==> src/hdl/spcr_params.svh <==
// constants for the serial port configuration block
`ifndef SPCR_PARAMS_SVH
`define SPCR_PARAMS_SVH

// =====================================================================
// register addresses
`define SPCR_ADDR_CFG_A      15'h0000
`define SPCR_ADDR_CFG_B      15'h0001
`define SPCR_ADDR_UPDATE     15'h000f
`define SPCR_ADDR_USER_CTRL  15'h0020

// =====================================================================
// field positions, configuration a
`define SPCR_A_SOFT_RST      7
`define SPCR_A_LSB_FIRST     6
`define SPCR_A_ADDR_ASC      5
`define SPCR_A_SDO_EN        4
`define SPCR_A_SDO_EN_M      3
`define SPCR_A_ADDR_ASC_M    2
`define SPCR_A_LSB_FIRST_M   1
`define SPCR_A_SOFT_RST_M    0

// field positions, configuration b and update
`define SPCR_B_READ_BUF      5
`define SPCR_B_RST_KEEP      2
`define SPCR_UPD_BIT         0

// =====================================================================
// reset values and masks
`define SPCR_CFG_A_DEF       8'h00
`define SPCR_CFG_B_DEF       8'h00
`define SPCR_CFG_B_MASK      8'h24
`define SPCR_USER_DEF        8'h00
`define SPCR_ZERO_BYTE       8'h00

// =====================================================================
// shifter framing
`define SPCR_INSTR_BITS      4'hf
`define SPCR_BYTE_BITS       4'h7
`define SPCR_RW_BIT          15
`define SPCR_ADDR_STEP       15'h0001

// =====================================================================
// internal reset pulse timing
`define SPCR_RST_HOLD_NS     1000
`define SPCR_CLK_MHZ         20
`define SPCR_RST_CYCLES      8'(((`SPCR_RST_HOLD_NS * `SPCR_CLK_MHZ) + 999) / 1000)
`define SPCR_CNT_ONE         8'h01
`define SPCR_CNT_ZERO        8'h00

`endif

==> src/hdl/spcr_pkg.sv <==
// types shared by the serial port configuration block
package spcr_pkg;
    typedef logic [14:0] spcr_addr_t;
    typedef logic [7:0]  spcr_byte_t;
    typedef enum logic [1:0] {SPCR_IDLE, SPCR_INSTR, SPCR_DATA} spcr_state_e;
endpackage : spcr_pkg

==> src/hdl/spcr_bus_if.sv <==
// register access and effective settings between shifter and register file
interface spcr_bus_if;
    import spcr_pkg::*;
    logic       wr_stb;
    spcr_addr_t addr;
    spcr_byte_t wdata;
    spcr_byte_t rdata;
    logic       lsb_first;
    logic       addr_ascend;
    logic       sdo_enable;

    modport port (output wr_stb, output addr, output wdata,
                  input rdata, input lsb_first, input addr_ascend, input sdo_enable);
    modport regs (input wr_stb, input addr, input wdata,
                  output rdata, output lsb_first, output addr_ascend, output sdo_enable);
endinterface : spcr_bus_if

==> src/hdl/spcr_serial_port.sv <==
// serial control port slave with its configuration registers
//
// Functional notes
// - soft reset bit resets whole device, starts eeprom load when enabled.
// - bit 6 set shifts lsb first, clear shifts msb first.
// - order, stepping and sdo enable do nothing in i2c mode.
// - bit 5 set increments address per byte, clear decrements.
// - bit 4 set drives sdo for 4-wire, clear keeps 3-wire.
// - low nibble mirrors high nibble reversed, effective value is their or.
// - both configuration registers never saved to eeprom.
// - readback select bit picks buffered or active copy.
// - keep-settings reset bit resets core, registers stay.
// - update bit copies buffered into active, then clears itself.
`include "spcr_params.svh"

module spcr_serial_port
    import spcr_pkg::*;
(
    input  wire logic  clk,
    input  wire logic  rst_n,
    input  wire logic  sclk,
    input  wire logic  cs_n,
    input  wire logic  sdio_in,
    output logic       sdio_out,
    output logic       sdio_oe_n,
    output logic       serial_out,
    output logic       serial_out_enable_n,
    input  wire logic  i2c_mode,
    input  wire logic  eeprom_en,
    input  spcr_addr_t save_query_addr,
    output logic       save_allowed,
    output logic       device_reset,
    output logic       eeprom_load,
    output logic       core_reset,
    output spcr_byte_t user_ctrl
);

    spcr_bus_if bus ();

    // =================================================================
    // pin synchronisers: first stage feeds only the second
    logic [2:0] sclk_sync_reg;
    logic [1:0] cs_sync_reg;
    logic [1:0] sdio_sync_reg;
    logic [1:0] i2c_sync_reg;
    logic [1:0] eep_sync_reg;
    logic       sclk_rise;
    logic       sclk_fall;
    logic       cs_act;
    logic       din;
    logic       i2c_s;

    always_ff @(posedge clk or negedge rst_n) begin
        if (!rst_n) begin
            sclk_sync_reg <= 3'h0;
            cs_sync_reg   <= 2'h3;
            sdio_sync_reg <= 2'h0;
            i2c_sync_reg  <= 2'h0;
            eep_sync_reg  <= 2'h0;
        end else begin
            sclk_sync_reg <= {sclk_sync_reg[1:0], sclk};
            cs_sync_reg   <= {cs_sync_reg[0], cs_n};
            sdio_sync_reg <= {sdio_sync_reg[0], sdio_in};
            i2c_sync_reg  <= {i2c_sync_reg[0], i2c_mode};
            eep_sync_reg  <= {eep_sync_reg[0], eeprom_en};
        end
    end

    // edges found on the second and third stages only
    assign sclk_rise = sclk_sync_reg[1] & ~sclk_sync_reg[2];
    assign sclk_fall = ~sclk_sync_reg[1] & sclk_sync_reg[2];
    assign i2c_s     = i2c_sync_reg[1];
    assign cs_act    = ~cs_sync_reg[1] & ~i2c_s; // spi engine parked in i2c mode
    assign din       = sdio_sync_reg[1];

    // =================================================================
    // helpers
    function automatic spcr_addr_t step_addr(input spcr_addr_t a, input logic up);
        step_addr = up ? spcr_addr_t'(a + `SPCR_ADDR_STEP) : spcr_addr_t'(a - `SPCR_ADDR_STEP);
    endfunction

    // pick the byte bit due at a given position for the current order
    function automatic logic pick_bit(input spcr_byte_t b, input logic [3:0] n, input logic lsb);
        pick_bit = lsb ? b[n[2:0]] : b[3'h7 - n[2:0]];
    endfunction

    // =================================================================
    // shifter state
    spcr_state_e st_reg, st_next;
    logic [15:0] sh_reg, sh_next;
    logic [3:0]  cnt_reg, cnt_next;
    spcr_addr_t  addr_reg, addr_next;
    logic        rd_reg, rd_next;
    logic        wr_reg, wr_next;
    spcr_byte_t  wd_reg, wd_next;
    logic        dout_reg, dout_next;
    logic        sdio_oe_n_reg, sdio_oe_n_next;
    logic        sdo_oe_n_reg, sdo_oe_n_next;
    logic [15:0] sh_in;
    spcr_byte_t  rx_byte;

    // incoming bit lands at the end matching the bit order
    always_comb begin
        if (bus.lsb_first) begin
            sh_in = {din, sh_reg[15:1]};
        end else begin
            sh_in = {sh_reg[14:0], din};
        end
        rx_byte = bus.lsb_first ? sh_in[15:8] : sh_in[7:0];
    end

    // instruction is 16 bits: read flag then 15-bit address; then data bytes
    always_comb begin
        st_next        = st_reg;
        sh_next        = sh_reg;
        cnt_next       = cnt_reg;
        addr_next      = addr_reg;
        rd_next        = rd_reg;
        wr_next        = 1'b0;
        wd_next        = wd_reg;
        dout_next      = dout_reg;
        sdio_oe_n_next = sdio_oe_n_reg;
        sdo_oe_n_next  = sdo_oe_n_reg;
        case (st_reg)
            SPCR_IDLE: begin
                sdio_oe_n_next = 1'b1;
                sdo_oe_n_next  = 1'b1;
                cnt_next       = 4'h0;
                if (cs_act) begin
                    st_next = SPCR_INSTR;
                end
            end
            SPCR_INSTR: begin
                if (sclk_rise) begin
                    sh_next  = sh_in;
                    cnt_next = cnt_reg + 4'h1;
                    if (cnt_reg == `SPCR_INSTR_BITS) begin
                        st_next   = SPCR_DATA;
                        rd_next   = sh_in[`SPCR_RW_BIT];
                        addr_next = sh_in[14:0];
                        cnt_next  = 4'h0;
                    end
                end
            end
            SPCR_DATA: begin
                if (sclk_rise) begin
                    sh_next  = sh_in;
                    cnt_next = cnt_reg + 4'h1;
                    if (cnt_reg == `SPCR_BYTE_BITS) begin
                        cnt_next  = 4'h0;
                        wr_next   = ~rd_reg;
                        wd_next   = rx_byte;
                        addr_next = step_addr(addr_reg, bus.addr_ascend);
                    end
                end
                // reads drive on falling edge, sdo in 4-wire, sdio in 3-wire
                if (sclk_fall && rd_reg) begin
                    dout_next      = pick_bit(bus.rdata, cnt_reg, bus.lsb_first);
                    sdo_oe_n_next  = ~bus.sdo_enable;
                    sdio_oe_n_next = bus.sdo_enable;
                end
            end
            default: st_next = SPCR_IDLE;
        endcase
        if (!cs_act) begin
            st_next        = SPCR_IDLE;
            sdio_oe_n_next = 1'b1;
            sdo_oe_n_next  = 1'b1;
        end
    end

    always_ff @(posedge clk or negedge rst_n) begin
        if (!rst_n) begin
            st_reg        <= SPCR_IDLE;
            sh_reg        <= 16'h0000;
            cnt_reg       <= 4'h0;
            addr_reg      <= 15'h0000;
            rd_reg        <= 1'b0;
            wr_reg        <= 1'b0;
            wd_reg        <= 8'h00;
            dout_reg      <= 1'b0;
            sdio_oe_n_reg <= 1'b1;
            sdo_oe_n_reg  <= 1'b1;
        end else begin
            st_reg        <= st_next;
            sh_reg        <= sh_next;
            cnt_reg       <= cnt_next;
            addr_reg      <= addr_next;
            rd_reg        <= rd_next;
            wr_reg        <= wr_next;
            wd_reg        <= wd_next;
            dout_reg      <= dout_next;
            sdio_oe_n_reg <= sdio_oe_n_next;
            sdo_oe_n_reg  <= sdo_oe_n_next;
        end
    end

    // =================================================================
    // write strobe carries the address of the byte just taken
    spcr_addr_t wr_addr_reg, wr_addr_next;

    always_comb begin
        wr_addr_next = wr_addr_reg;
        if (sclk_rise && st_reg == SPCR_DATA && cnt_reg == `SPCR_BYTE_BITS) begin
            wr_addr_next = addr_reg;
        end
    end

    always_ff @(posedge clk or negedge rst_n) begin
        if (!rst_n) begin
            wr_addr_reg <= 15'h0000;
        end else begin
            wr_addr_reg <= wr_addr_next;
        end
    end

    // bus address: write target during the strobe, else read pointer
    assign bus.wr_stb = wr_reg;
    assign bus.wdata  = wd_reg;
    assign bus.addr   = wr_reg ? wr_addr_reg : addr_reg;

    // =================================================================
    // register file
    spcr_regs u_regs (
        .clk             (clk),
        .rst_n           (rst_n),
        .i2c_mode        (i2c_s),
        .eeprom_en       (eep_sync_reg[1]),
        .bus             (bus.regs),
        .save_query_addr (save_query_addr),
        .device_reset    (device_reset),
        .eeprom_load     (eeprom_load),
        .core_reset      (core_reset),
        .save_allowed    (save_allowed),
        .user_ctrl       (user_ctrl)
    );

    // pins: both data outputs share one flop, enables pick the pin
    assign sdio_out            = dout_reg;
    assign serial_out          = dout_reg;
    assign sdio_oe_n           = sdio_oe_n_reg;
    assign serial_out_enable_n = sdo_oe_n_reg;

endmodule // spcr_serial_port

==> src/hdl/spcr_regs.sv <==
// configuration registers, buffered copy and internal reset sequencing
`include "spcr_params.svh"

module spcr_regs
    import spcr_pkg::*;
(
    input  wire logic   clk,
    input  wire logic   rst_n,
    input  wire logic   i2c_mode,
    input  wire logic   eeprom_en,
    spcr_bus_if.regs    bus,
    input  spcr_addr_t  save_query_addr,
    output logic        device_reset,
    output logic        eeprom_load,
    output logic        core_reset,
    output logic        save_allowed,
    output spcr_byte_t  user_ctrl
);

    // =================================================================
    // state
    spcr_byte_t cfg_a_reg, cfg_a_next;
    spcr_byte_t cfg_b_reg, cfg_b_next;
    spcr_byte_t buf_reg, buf_next;
    spcr_byte_t act_reg, act_next;
    logic [7:0] cnt_reg, cnt_next;
    logic       full_reg, full_next;
    logic       load_reg, load_next;
    logic       save_reg, save_next;
    logic       dev_reg, dev_next;
    logic       core_reg, core_next;

    // nonvolatile save must skip the port configuration itself
    function automatic logic nv_savable(input spcr_addr_t a);
        nv_savable = (a != `SPCR_ADDR_CFG_A) && (a != `SPCR_ADDR_CFG_B);
    endfunction

    // =================================================================
    // effective settings: bit or its mirror; spi controls idle in i2c mode
    assign bus.lsb_first   = ~i2c_mode & (cfg_a_reg[`SPCR_A_LSB_FIRST] | cfg_a_reg[`SPCR_A_LSB_FIRST_M]);
    assign bus.addr_ascend = ~i2c_mode & (cfg_a_reg[`SPCR_A_ADDR_ASC] | cfg_a_reg[`SPCR_A_ADDR_ASC_M]);
    assign bus.sdo_enable  = ~i2c_mode & (cfg_a_reg[`SPCR_A_SDO_EN] | cfg_a_reg[`SPCR_A_SDO_EN_M]);

    // readback mux; buffered register source chosen by configuration b
    always_comb begin
        case (bus.addr)
            `SPCR_ADDR_CFG_A:     bus.rdata = cfg_a_reg;
            `SPCR_ADDR_CFG_B:     bus.rdata = cfg_b_reg;
            `SPCR_ADDR_USER_CTRL: bus.rdata = cfg_b_reg[`SPCR_B_READ_BUF] ? buf_reg : act_reg;
            default:              bus.rdata = `SPCR_ZERO_BYTE;
        endcase
    end

    // =================================================================
    // next state: writes are ignored while an internal reset runs
    always_comb begin
        cfg_a_next = cfg_a_reg;
        cfg_b_next = cfg_b_reg;
        buf_next   = buf_reg;
        act_next   = act_reg;
        cnt_next   = cnt_reg;
        full_next  = full_reg;
        load_next  = 1'b0;
        save_next  = nv_savable(save_query_addr);
        if (cnt_reg != `SPCR_CNT_ZERO) begin
            cnt_next = cnt_reg - `SPCR_CNT_ONE;
            if (cnt_reg == `SPCR_CNT_ONE) begin
                if (full_reg) begin
                    // whole-device reset returns every setting to default
                    cfg_a_next = `SPCR_CFG_A_DEF;
                    cfg_b_next = `SPCR_CFG_B_DEF;
                    buf_next   = `SPCR_USER_DEF;
                    act_next   = `SPCR_USER_DEF;
                    load_next  = eeprom_en;
                end else begin
                    cfg_b_next[`SPCR_B_RST_KEEP] = 1'b0;
                end
            end
        end else if (bus.wr_stb) begin
            case (bus.addr)
                `SPCR_ADDR_CFG_A: begin
                    cfg_a_next = bus.wdata;
                    if (bus.wdata[`SPCR_A_SOFT_RST] | bus.wdata[`SPCR_A_SOFT_RST_M]) begin
                        cnt_next  = `SPCR_RST_CYCLES;
                        full_next = 1'b1;
                    end
                end
                `SPCR_ADDR_CFG_B: begin
                    cfg_b_next = bus.wdata & `SPCR_CFG_B_MASK;
                    if (bus.wdata[`SPCR_B_RST_KEEP]) begin
                        cnt_next  = `SPCR_RST_CYCLES;
                        full_next = 1'b0;
                    end
                end
                `SPCR_ADDR_UPDATE: begin
                    // self-clearing: nothing is stored, so it always reads 0
                    if (bus.wdata[`SPCR_UPD_BIT]) begin
                        act_next = buf_reg;
                    end
                end
                `SPCR_ADDR_USER_CTRL: buf_next = bus.wdata;
                default: ;
            endcase
        end
        dev_next  = (cnt_next != `SPCR_CNT_ZERO) & full_next;
        core_next = (cnt_next != `SPCR_CNT_ZERO) & ~full_next;
    end

    always_ff @(posedge clk or negedge rst_n) begin
        if (!rst_n) begin
            cfg_a_reg <= `SPCR_CFG_A_DEF;
            cfg_b_reg <= `SPCR_CFG_B_DEF;
            buf_reg   <= `SPCR_USER_DEF;
            act_reg   <= `SPCR_USER_DEF;
            cnt_reg   <= `SPCR_CNT_ZERO;
            full_reg  <= 1'b0;
            load_reg  <= 1'b0;
            save_reg  <= 1'b0;
            dev_reg   <= 1'b0;
            core_reg  <= 1'b0;
        end else begin
            cfg_a_reg <= cfg_a_next;
            cfg_b_reg <= cfg_b_next;
            buf_reg   <= buf_next;
            act_reg   <= act_next;
            cnt_reg   <= cnt_next;
            full_reg  <= full_next;
            load_reg  <= load_next;
            save_reg  <= save_next;
            dev_reg   <= dev_next;
            core_reg  <= core_next;
        end
    end

    assign device_reset = dev_reg;
    assign eeprom_load  = load_reg;
    assign core_reset   = core_reg;
    assign save_allowed = save_reg;
    assign user_ctrl    = act_reg;

endmodule // spcr_regs

==> config.mk <==
export PLATFORM = sky130hd
export DESIGN_NAME = spcr_serial_port
export DESIGN_NICKNAME = d
export VERILOG_FILES = /design/src/hdl/spcr_pkg.sv /design/src/hdl/spcr_bus_if.sv /design/src/hdl/spcr_serial_port.sv /design/src/hdl/spcr_regs.sv
export VERILOG_INCLUDE_DIRS = /design/src /design/src/hdl
export SDC_FILE = /design/constraint.sdc
export NUM_CORES = 1
export LEC_CHECK = 0
export BUFFER_PORTS_ARGS = -buffer_cell sky130_fd_sc_hd__buf_2
export CAP_MARGIN = 20
export CORE_ASPECT_RATIO = 0.5
export CORE_MARGIN = 2
export CORE_UTILIZATION = 58
export CTS_BUF_LIST = sky130_fd_sc_hd__clkbuf_16
export DETAILED_ROUTE_END_ITERATION = 8
export GPL_TIMING_DRIVEN = 1
export HOLD_SLACK_MARGIN = 0.1
export MAX_ROUTING_LAYER = met4
export PLACE_DENSITY = 0.88
export SETUP_SLACK_MARGIN = 0.4
export SLEW_MARGIN = 20
export SYNTH_ARGS = -nofsm -noshare
export SYNTH_HDL_FRONTEND = slang
export SYNTH_HIERARCHICAL = 1
export SYNTH_SLANG_ARGS = --single-unit
==> constraint.sdc <==
create_clock -name clk -period 5.8 [get_ports clk]
set_input_delay 0 -clock clk [delete_from_list [all_inputs] [get_ports clk]]
set_output_delay 0 -clock clk [all_outputs]
set_load 0.01 [all_outputs]
# Yosys cells after proc, flatten, opt, wreduce, memory -nomap -nowiden
# Index checks and enable logic that the tools add are counted.
# classes
n_addsub,5
magnitude_cmp,2
eq_ne,20
mux,65
bitwise_logic,19
n_reduce_logical,31
# ops
operator,n
$mux W8,22
$mux W15,6
$pmux W15 S2,1
$pmux W8 S3,1
$mux W1,17
$mux W16,1
$mux W4,4
$pmux W8 S2,1
$reduce_bool A8 Y1,2
$add A15 B1 Y15 const B,1
$eq A15 B1 Y1 const B,1
$eq A15 B4 Y1 const B,1
$eq A15 B6 Y1 const B,1
$logic_not A15 Y1,1
$ne A15 B1 Y1 const B,1
$reduce_and A3 Y1,5
$reduce_bool A15 Y1,1
$sub A15 B1 Y15 const B,1
$reduce_bool A2 Y1,7
$ne A2 B2 Y1 const B,6
$pmux W4 S3,1
$reduce_and A4 Y1,3
$reduce_and A5 Y1,2
$ne A3 B3 Y1 const B,3
other kinds (24),52
# totals
reg_bits,121
output_inout_bits,16

# Depth between registers and ports, before layout
# Gate-level depths: netlist of the first run.
# depth
ltp_word,7
mapped_depth,12
ltp_nobuf,10

# Cells and area by module
# Netlist of the first run, hierarchy kept.
# by_module_without_submodules
module,instances,cells_each,area_each_um2,seq_area_each_um2
spcr_serial_port,1,447,4204.0,1906.8
spcr_regs,1,245,2183.3,975.9

# Least setup slack after synthesis of the first run
# Ideal clock, no wire load.
# synth_timing
kind,register -> register
from,register wr_reg (netlist: bus.wr_stb)
to,register dout_reg (netlist: sdio_out)
arrival_time_ns,3.429
slack_ns,2.307
stages_incl_launch_ff,12
path_buffers,3
period_less_slack_ns,3.493
cell_sequence,dfrtp_1 -> clkbuf_1 -> clkbuf_1 -> mux2_2 -> or4_1 -> or3_4 -> or3_1 -> buf_2 -> o21ai_0 -> mux4_1 -> mux4_2 -> mux2_4
# synth_via
elab_chain_len,6
# synth_lines
item,line_no,rtl
"start, declared",spcr_serial_port.sv:94,"logic wr_reg, wr_next;"
"start signal, assigned",spcr_serial_port.sv:190,wr_reg <= wr_next;
$mux W15 *,spcr_serial_port.sv:220,assign bus.addr = wr_reg ? wr_addr_reg : addr_reg;
net bus.addr[13],spcr_bus_if.sv:5,spcr_addr_t addr;
"$eq A15 B6 Y1, or another cell as far along",spcr_regs.sv:46,case (bus.addr)
$pmux W8 S3 *,spcr_regs.sv:46,
net bus.rdata[6],spcr_bus_if.sv:7,spcr_byte_t rdata;
$bmux W1 S3,spcr_serial_port.sv:84,pick_bit = lsb ? b[n[2:0]] : b[3'h7 - n[2:0]];
$mux W1 (not written as such),spcr_serial_port.sv:84,
$mux W1 *,spcr_serial_port.sv:84,
"end signal, assigned",spcr_serial_port.sv:192,dout_reg <= dout_next;
"end, declared",spcr_serial_port.sv:96,"logic dout_reg, dout_next;"
# The timed path passes the listed nets; every way through them passes the cells marked *. The select of a mux whose other input is x is not followed.
# A chain may end at the register's enable or synchronous reset.

# Worst setup path in the final report of the first run
# Same ends and word-level chain as after synthesis.

==> out/qor.yml, run 1 <==
clock_tree:
  clk_pin_slew_ps: 50
  numCtsBuffers: 17
  clockBufferDepth: 2
  cts.sinks: 115
  h-tree-depth: 4
  holdBufCountCts: 9
  cts_root_buffer: "clkbuf_16"
  cts_setup_buffers: 0
  cts_tree: "done"
  clock_latency_ps: 420
  cts_resized: 0
synth:
  synth_edf_count: 0
  synthTopCellsByArea: "dfrtp_1, nand2_1, o21ai_0"
  syn_area_per_cell_um2: 9.230
  synth_seq_area_share_pct: 45.13
  ys_async_sr_fraction_pct: 100.0
  synth_top_area_share_pct: 43.49
  synth_commonest_cells: "nand2_1, dfrtp_1, o21ai_0"
  syn_area_um2: 6387
  synth_top_area_cell: "dfrtp_1"
  syn_nets: 736
  synth_most_common_cell: "nand2_1"
  yosys_most_used_dff: "dfrtp_1"
  synth-seq-cells: 115
  synth_cells: 692
  synth_warnings: 6
  synth.distinct_cells: 70
pwr:
  combPwrFrac_pct: 5.4
  cellPowerDensity_nw_per_um2: 260.6
  p_sw_share_pct: 24.29
  p_int_mw: 1.437
  p_sw_uw: 461.0
  pwr-share-clk_pct: 50.5
  vdd.ir_drop.worst_uv: 207.5
  seqPwrFrac_pct: 44.1
  leakage_nw: 3.316
timing:
  fmax_mhz: 257.4
  max_slew.worst_pin.slew_ps: 993.8
  fin_crit_ps: 3885
  setup_slack_ps: 1915
  finalClockSkew_ps: 6.697
  fin_tns_setup_ps: 0
  finalSetupViolCount: 0
  drv_slew: 0
  fin_crit_sh_pct: 66.98
  max_slew_margin_pct: 33.56
  finalHoldViolCount: 0
  rsz0062_at_grt: "false"
route:
  wl_per_cell_um: 17.58
  first_iter_violations: 628
  antenna_left: 0
  vias: 5574
  dr.pass1.iters: 6
  drc: 0
  via_per_inst: 6.298
  wl_um: 15560
layout:
  seqCellArea_um2: 2883
  n_fill_cell: 792
  multi_input_area_um2: 3263
  drive_above_1_share_pct: 15.14
  antenna_cells: 0
  finalNetCount: 771
  largest_reg_flops: 16
  syn_to_final_growth_pct: 13.99
critical_path:
  path_class: "flop to flop"
  startpoint: "bus.wr_stb"
  arrival_ps: 4240
  cp.required_ps: 6160
  cpPeakStageDelay_ps: 960
  worst_setup_path_end_kind: "flop"
  path_max_fanout: 27
  r2r_start: "bus.wr_stb"
  critPathSlowestCell: "dfrtp_1"
  cp-start-kind: "flop"
  cp_top_family: "simple AND/OR/NAND/NOR gates"
  cp.buffers_inverters: 0
  cp_cell_sequence: "mux2_2 -> or4_1 -> or3_4 -> or3_1 -> o32ai_1 -> mux4_1 -> mux4_2 -> mux2_4"
placement:
  dp_hpwl_um: 10210
  place_ws_ps: 2017
  place_congestion: 0.8925
  port_buffers: 36
die:
  die_width_um: 152.4
  rows: 27
  dieArea_um2: 11920
  die_h_um: 78.21
  design.core.area_um2: 10840
  start_util_pct: 58.90
  io_pins: 38
global_routing:
  grt_pass1_wl_um: 25320
  track_usage_pct: 27.44
  grt_max_degree: 62
  grt_pass1_vias: 5156
  antenna_found_initial: 0
  grt_overflow: 0
run_status:
  status: "finished clean"
min_path:
  hold_path.class: "input pin to asynchronous set/reset pin"
flow_run:
  maxCapViolations: 0
[worst paths after layout]
path	to	slack (ps)	depth (start not counted)
worst min-delay path	addr_reg[6]	160	2
worst min register to register	sdio_sync_reg[1]	350	0
worst max-delay path	sdio_out	1920	8
worst max register to register	sdio_out	1920	8
min in group clk	i2c_sync_reg[0]	220	2
max in group asynchronous	u_regs/cfg_a_reg[4]	4410	3
[cells by family (layout without fill, tap and decap cells)]
logic type,after synthesis,count (layout),synth area share [%]
AOI/OAI and AO/OA,173,173,16.00
xor gates and xnor gates,6,6,0.8229
adders and majority gates,22,22,4.427
buffers and inverters,58,106,3.878
DFF,115,115,45.13
muxes,51,51,9.520
and+or+nand+nor,267,267,20.22
[cell type report]
| type | count | share of cell area, % |
|---|---|---|
| multi-input combinational | 519 | 44.82 |
| inverter | 22 | 1.134 |
| sequential | 115 | 39.59 |
| timing repair buffer | 52 | 4.468 |
| tap | 145 | 2.492 |
| clock inverter | 15 | 1.650 |
| clock buffer | 17 | 5.843 |
[stage by stage]
stage	power, mW	area (um^2)	cells	hold slack, ps	util [%]
after floorplan	0.8962	6387	692	-295.6	-
after detailed placement	0.9415	6641	844	86.82	61.24
final	1.898	7281	885	158.0	67.14
after global routing	1.952	7281	885	227.0	67.14
after CTS	1.896	7277	885	196.8	67.11
after global placement	0.9346	6641	844	78.26	61.24
[power by group through the flow]
stage	Combinational, mW	Sequential, mW	Clock, mW
detailed placement	0.0927	0.849	0
global placement	0.0881	0.847	0
global route	0.113	0.838	1.00
floorplan	0.0533	0.843	0
CTS	0.100	0.837	0.959
finish	0.102	0.838	0.959
[cells in the final DEF, fill, tap and decap left out, types with 4 or more instances in the layout]
cell type,n
a21o_1,5
a21oi_1,43
a31oi_1,6
and3_1,5
buf_2,35
buf_4,8
clkbuf_16,17
clkinvlp_4,5
dfrtp_1,111
dfstp_2,4
dlygate4sd3_1,9
ha_1,21
inv_1,23
mux2_2,12
mux2i_1,33
mux4_1,4
nand2_1,120
nand2b_1,5
nand3_1,25
nand3b_1,5
nand4_1,4
nor2_1,33
nor2b_1,12
nor3_1,16
nor4_1,5
o211ai_1,6
o21ai_0,68
o21ai_1,9
o21ai_2,9
or3_1,11
or4_1,4
[layer usage]
layer / vias to the layer above / track usage (%) / share of wire, %
met1: 2674 / 35.92 / 42
met3: 58 / 6.184 / 9.0
met5: - / - / 0
met2: 310 / 42.88 / 46
met4: 0 / 9.722 / 2.6
li1: 2532 / - / -
No activity file was read; power rests on OpenSTA's default activity.
==> inputs of run 2 (changes only) <==
- CORE_UTILIZATION: 58 -> 55
- PLACE_DENSITY: 0.88 -> 0.87
- clock period: 5.8 -> 3.4 ns (I/O delays scaled with it)
==> out/qor.yml, run 2 (same netlist as run 1, synthesis figures left out) <==
critical_path:
  critPathSlowestCell: "or4_4"
  cp_cell_sequence: "buf_6 -> mux2_2 -> or4_4 -> or3_4 -> or3_4 -> o21ai_2 -> mux4_2 -> mux4_2 -> mux2_4"
  cp-start-kind: "flop"
  cp.buffers_inverters: 1  # +1
  worst_setup_path_end_kind: "flop"
  cp.required_ps: 3770  # -2390 ps
  cp_top_family: "simple AND/OR/NAND/NOR gates"
  path_class: "flop to flop"
  cpPeakStageDelay_ps: 540  # -420 ps
  path_max_fanout: 6  # -78%
  arrival_ps: 3540  # -700 ps
clock_tree:
  h-tree-depth: 4  # unchanged
  numCtsBuffers: 17  # unchanged
  clk_pin_slew_ps: 60  # about the same
  clockBufferDepth: 2  # unchanged
  clock_latency_ps: 420  # about the same
  cts_root_buffer: "clkbuf_16"
  cts_tree: "done"
  cts.sinks: 115  # unchanged
die:
  dieArea_um2: 12540  # +5.2%
  start_util_pct: 57.30  # -1.6 points
  design.core.area_um2: 11150  # +2.8%
  die_h_um: 80.20  # +2.6%
  io_pins: 38  # unchanged
  rows: 27  # unchanged
  die_width_um: 156.4  # +2.6%
route:
  dr.pass1.iters: 6  # unchanged
  antenna_left: 0  # unchanged
  wl_um: 17090  # +9.8%
  wl_per_cell_um: 19.01  # +8.1%
  first_iter_violations: 740  # +18%
  drc: 0  # unchanged
  vias: 5762  # +3.4%
  via_per_inst: 6.409  # +1.8%
pwr:
  pwr-share-clk_pct: 53.2  # +2.7 points
  p_sw_share_pct: 23.37  # -0.92 points
  cellPowerDensity_nw_per_um2: 450.9  # +73%
  seqPwrFrac_pct: 41.9  # -2.2 points
  p_int_mw: 2.604  # +81%
  combPwrFrac_pct: 4.9  # -0.5 points
  power.total_mw: 3.399  # +79%
  leakage_nw: 3.436  # +3.6%
  vdd.ir_drop.worst_uv: 243.0  # +17%
  p_sw_uw: 794.4  # +72%
layout:
  final_common_cell: "nand2_1"
  syn_to_final_growth_pct: 18.00
  finalNetCount: 785  # +1.8%
  final_util_pct: 67.61  # +0.47 points
  largest_reg_flops: 16  # unchanged
  final_cell_mix: "nand2_1, dfrtp_1, o21ai_0"
  fin_cells: 899  # +1.6%
  drive_above_1_share_pct: 18.83  # +3.7 points
  antenna_cells: 0  # unchanged
timing:
  max_slew_margin_pct: 31.71  # -1.9 points
  fin_crit_ps: 3176  # -709.0 ps
  rsz0062_at_grt: "true"
  fin_tns_setup_ps: 0  # unchanged
  setup_slack_ps: 224.2  # -1691 ps
  fin_crit_sh_pct: 93.41  # +26 points
  finalClockSkew_ps: 10.08  # +3.381 ps
  finalHoldViolCount: 0  # unchanged
  finalSetupViolCount: 0  # unchanged
  fmax_mhz: 314.9  # +22%
  drv_slew: 0  # unchanged
  max_slew.worst_pin.slew_ps: 1022  # +27.70 ps
placement:
  dp_hpwl_um: 10410  # +1.9%
  place_ws_ps: 67.84  # -1949 ps
  placed_cells: 851  # +0.83%
  port_buffers: 36  # unchanged
  place_congestion: 0.9065  # +1.6%
global_routing:
  grtUsageMet1_pct: 35.89  # about the same
  antenna_found_initial: 0  # unchanged
  top_usage_layer: "met2"
  grt_max_degree: 54  # -13%
  grt_overflow: 0  # unchanged
  met2_usage_pct: 46.08  # +3.2 points
  met3_usage_pct: 8.041  # +1.9 points
  grt_pass1_wl_um: 27260  # +7.7%
  track_usage_pct: 29.17  # +1.7 points
  grt_pass1_vias: 5534  # +7.3%
min_path:
  hold_path.class: "input pin to asynchronous set/reset pin"
run_status:
  status: "finished clean"
flow_run:
  maxCapViolations: 0  # unchanged
## run 2: layout make-up
class | instances | area [um^2]
Clock buffer | 17 | 425.4
Clock inverter | 15 | 167.7
Fill cell | 746 | 3611
Inverter | 22 | 82.58
Multi-Input combinational cell | 520 | 3349
Sequential cell | 115 | 2884
Tap cell | 145 | 181.4
Timing Repair Buffer | 65 | 446.7
## run 2: per-stage QoR
step	hold slack [ps]	instance area, um^2
6_report	150.1	7537
5_1_grt	217.1	7537
4_1_cts	187.0	7505
3_5_place_dp	84.45	6701
3_3_place_gp	70.36	6701
2_1_floorplan	-295.6	6421
## run 2: power groups by stage
stage | clock [mW] | sequential, mW | combinational, mW
floorplan | 0 | 1.44 | 0.0910
global placement | 0 | 1.44 | 0.149
global route | 1.88 | 1.43 | 0.186
CTS | 1.80 | 1.42 | 0.165
detailed placement | 0 | 1.45 | 0.155
finish | 1.81 | 1.42 | 0.166
## run 2: path summary, 6_finish.rpt
check / start / to / slack, ps / cells past startpoint
worst max-delay path: bus.wr_stb / sdio_out / 220 / 9
worst min-delay path: rst_n / addr_reg[10] / 150 / 2
worst max register to register: bus.wr_stb / sdio_out / 220 / 9
worst min register to register: eep_sync_reg[0] / eep_sync_reg[1] / 350 / 0
max in group asynchronous: rst_n / serial_out_enable_n / 2290 / 3
min in group clk: i2c_mode / i2c_sync_reg[0] / 210 / 2
## run 2: routing by layer
layer  part of all wire (%)  up-vias  routed length [um]
met1                     41     2731                6951
met5                      0        -                   0
met2                     45      375                7729
met4                    3.7        0                 638
met3                     10       78                1772
li1                       -     2578                   -
## run 2: what timing repair did
action                                  4_1_cts  5_1_grt
hold endpoints to repair                     57        0
setup buffers                                 6        0
endpoints found under the setup margin       20       17
hold buffers                                  9        0
gates cloned                                  1        0
resized for setup                            13        8
pin swaps                                     6        1
## run 2: worst reg2reg max path, stage by stage (launching register included)
cell	delay, ps
dfrtp_2	390
buf_6	120
mux2_2	340
or4_4	540
or3_4	460
or3_4	430
o21ai_2	190
mux4_2	270
mux4_2	240
mux2_4	140
==> inputs of run 3 (changes only) <==
==> constraint.sdc (replaced) <==
create_clock -name clk -period 3.4 [get_ports clk]
set_input_delay 0.68 -clock clk [delete_from_list [all_inputs] [get_ports clk]]
set_output_delay 0.68 -clock clk [all_outputs]
set_load 0.01 [all_outputs]
==> out/qor.yml, run 3 (same netlist as run 1, synthesis figures left out) <==
run_status:
  status: "finished clean"
clock_tree:
  holdBufCountCts: 0  # -9
  clk_pin_slew_ps: 60  # about the same
  h-tree-depth: 4  # unchanged
  clock_latency_ps: 420  # about the same
  numCtsBuffers: 17  # unchanged
  clockBufferDepth: 2  # unchanged
  cts_tree: "done"
  cts_root_buffer: "clkbuf_16"
  cts.sinks: 115  # unchanged
route:
  antenna_left: 0  # unchanged
  wl_per_cell_um: 17.81  # -6.3%
  first_iter_violations: 496  # -33%
  dr.pass1.iters: 6  # unchanged
  drc: 0  # unchanged
  via_per_inst: 6.190  # -3.4%
  wl_um: 15940  # -6.7%
  vias: 5540  # -3.9%
timing:
  rsz0062_at_grt: "true"
  max_slew.worst_pin.slew_ps: 961.0  # -60.51 ps
  fin_crit_ps: 3122  # -53.61 ps
  max_slew_margin_pct: 35.86  # +4.2 points
  fin_crit_sh_pct: 91.83  # -1.6 points
  drv_slew: 0  # unchanged
  fin_tns_setup_ps: 0  # unchanged
  fmax_mhz: 320.3  # +1.7%
  finalClockSkew_ps: 7.926  # -2.152 ps
  finalSetupViolCount: 0  # unchanged
  finalHoldViolCount: 0  # unchanged
die:
  rows: 27  # unchanged
  die_h_um: 80.20  # unchanged
  io_pins: 38  # unchanged
  die_width_um: 156.4  # unchanged
  dieArea_um2: 12540  # unchanged
  start_util_pct: 57.30  # unchanged
  design.core.area_um2: 11150  # unchanged
layout:
  antenna_cells: 0  # unchanged
  final_cell_mix: "nand2_1, dfrtp_1, o21ai_0"
  finalNetCount: 781  # -0.51%
  syn_to_final_growth_pct: 16.59
  largest_reg_flops: 16  # unchanged
  drive_above_1_share_pct: 19.20  # +0.37 points
  final_common_cell: "nand2_1"
  stdcell_area_um2: 7447  # -1.2%
  final_util_pct: 66.80  # -0.81 points
critical_path:
  cp.buffers_inverters: 1  # unchanged
  cp.required_ps: 3760  # about the same
  arrival_ps: 3480  # -60 ps
  rrSetupSlack_ps: 280  # +50 ps
  cp_cell_sequence: "buf_6 -> mux2_2 -> or4_4 -> or3_4 -> or3_4 -> o32ai_4 -> mux4_2 -> mux4_2 -> mux2_4"
  path_class: "flop to flop"
  r2r_cells: 9  # unchanged
  r2r_end: "sdio_out"
  cp-start-kind: "flop"
  path_max_fanout: 5  # -1
  crit_cells: 9  # unchanged
  cp_top_family: "simple AND/OR/NAND/NOR gates"
  critPathSlowestCell: "or4_4"
  cpPeakStageDelay_ps: 540  # about the same
  critPathCapture: "sdio_out"
  startpoint: "bus.wr_stb"
  r2r_start: "bus.wr_stb"
  worst_setup_path_end_kind: "flop"
flow_run:
  maxCapViolations: 0  # unchanged
global_routing:
  grt_pass1_vias: 5172  # -6.5%
  grt_overflow: 0  # unchanged
  grt_max_degree: 67  # +24%
  grt_pass1_wl_um: 25390  # -6.9%
  track_usage_pct: 26.97  # -2.2 points
  antenna_found_initial: 0  # unchanged
placement:
  dp_hpwl_um: 10350  # -0.54%
  dpl_cell_area_um2: 6736  # +0.52%
  port_buffers: 36  # unchanged
  place_congestion: 0.9092  # +0.30%
pwr:
  cellPowerDensity_nw_per_um2: 438.7  # -2.7%
  vdd.ir_drop.worst_uv: 364.9  # +50%
  leakage_nw: 3.404  # -0.93%
  power.total_mw: 3.267  # -3.9%
min_path:
  hold_path.class: "input pin to asynchronous set/reset pin"
==> run 3: cell count changes in the layout (fill, tap and decap cells not counted), moves of 2 or more <==
cell	previous run	this run
o21ai_0	63	60
o21ai_1	9	12
or4_4	3	5
dlygate4sd3_1	9	0
or4_1	2	0
clkinv_1	0	5
clkinv_2	5	2
buf_4	17	23
==> run 3: cell type report <==
type	instances	area, um^2
inverters	22	85.08
well taps	145	181.4
clock buffers	17	425.4
clock inverters	15	127.6
fillers	785	3701
repair buffers	61	390.4
multi-input cells	520	3353
flip-flops and latches	115	2884
==> run 3: worst min path at each step <==
stage,to,from,cells after the start
6_report,addr_reg[8],rst_n,1
5_1_grt,addr_reg[8],rst_n,1
4_1_cts,addr_reg[8],rst_n,1
3_5_place_dp,sdio_sync_reg[1],sdio_sync_reg[0],0
3_3_place_gp,sdio_sync_reg[1],sdio_sync_reg[0],0
2_1_floorplan,eep_sync_reg[1],eep_sync_reg[0],0
==> run 3: metrics by stage <==
stage / setup WS, ps / cells / hold slack (ps)
3_3_place_gp: 135.5 / 854 / 337.8
6_report: 277.8 / 895 / 296.5
2_1_floorplan: 344.4 / 692 / 331.2
3_5_place_dp: 81.91 / 854 / 336.5
4_1_cts: 274.5 / 886 / 316.7
5_1_grt: 222.8 / 895 / 352.7
==> run 3: repair_timing <==
item | 4_1_cts | 5_1_grt
gates cloned | 0 | 1
setup buffers | 0 | 8
gates resized for setup | 5 | 22
pin swaps | 0 | 6
endpoints found under the setup margin | 22 | 25
==> run 3: routing by layer <==
| layer | wire length (um) | track usage (%) |
|---|---|---|
| met4 | 282 | 9.725 |
| met3 | 1348 | 5.720 |
| met2 | 7334 | 41.76 |
| met1 | 6973 | 35.57 |
| met5 | 0 | - |
==> run 3: where the power goes <==
group          switching, mW  internal (mW)
registers             0.0268           1.40
clock network          0.619           1.05
logic                  0.110         0.0568
total                  0.756           2.51
==> run 3: worst reg2reg max path: cells and delay by family (launching register included) <==
family | cells | cell delay, ps
mux | 4 | 1010
buf+inv | 1 | 120
simple gates | 3 | 1410
flops | 1 | 410
compound gates | 1 | 130
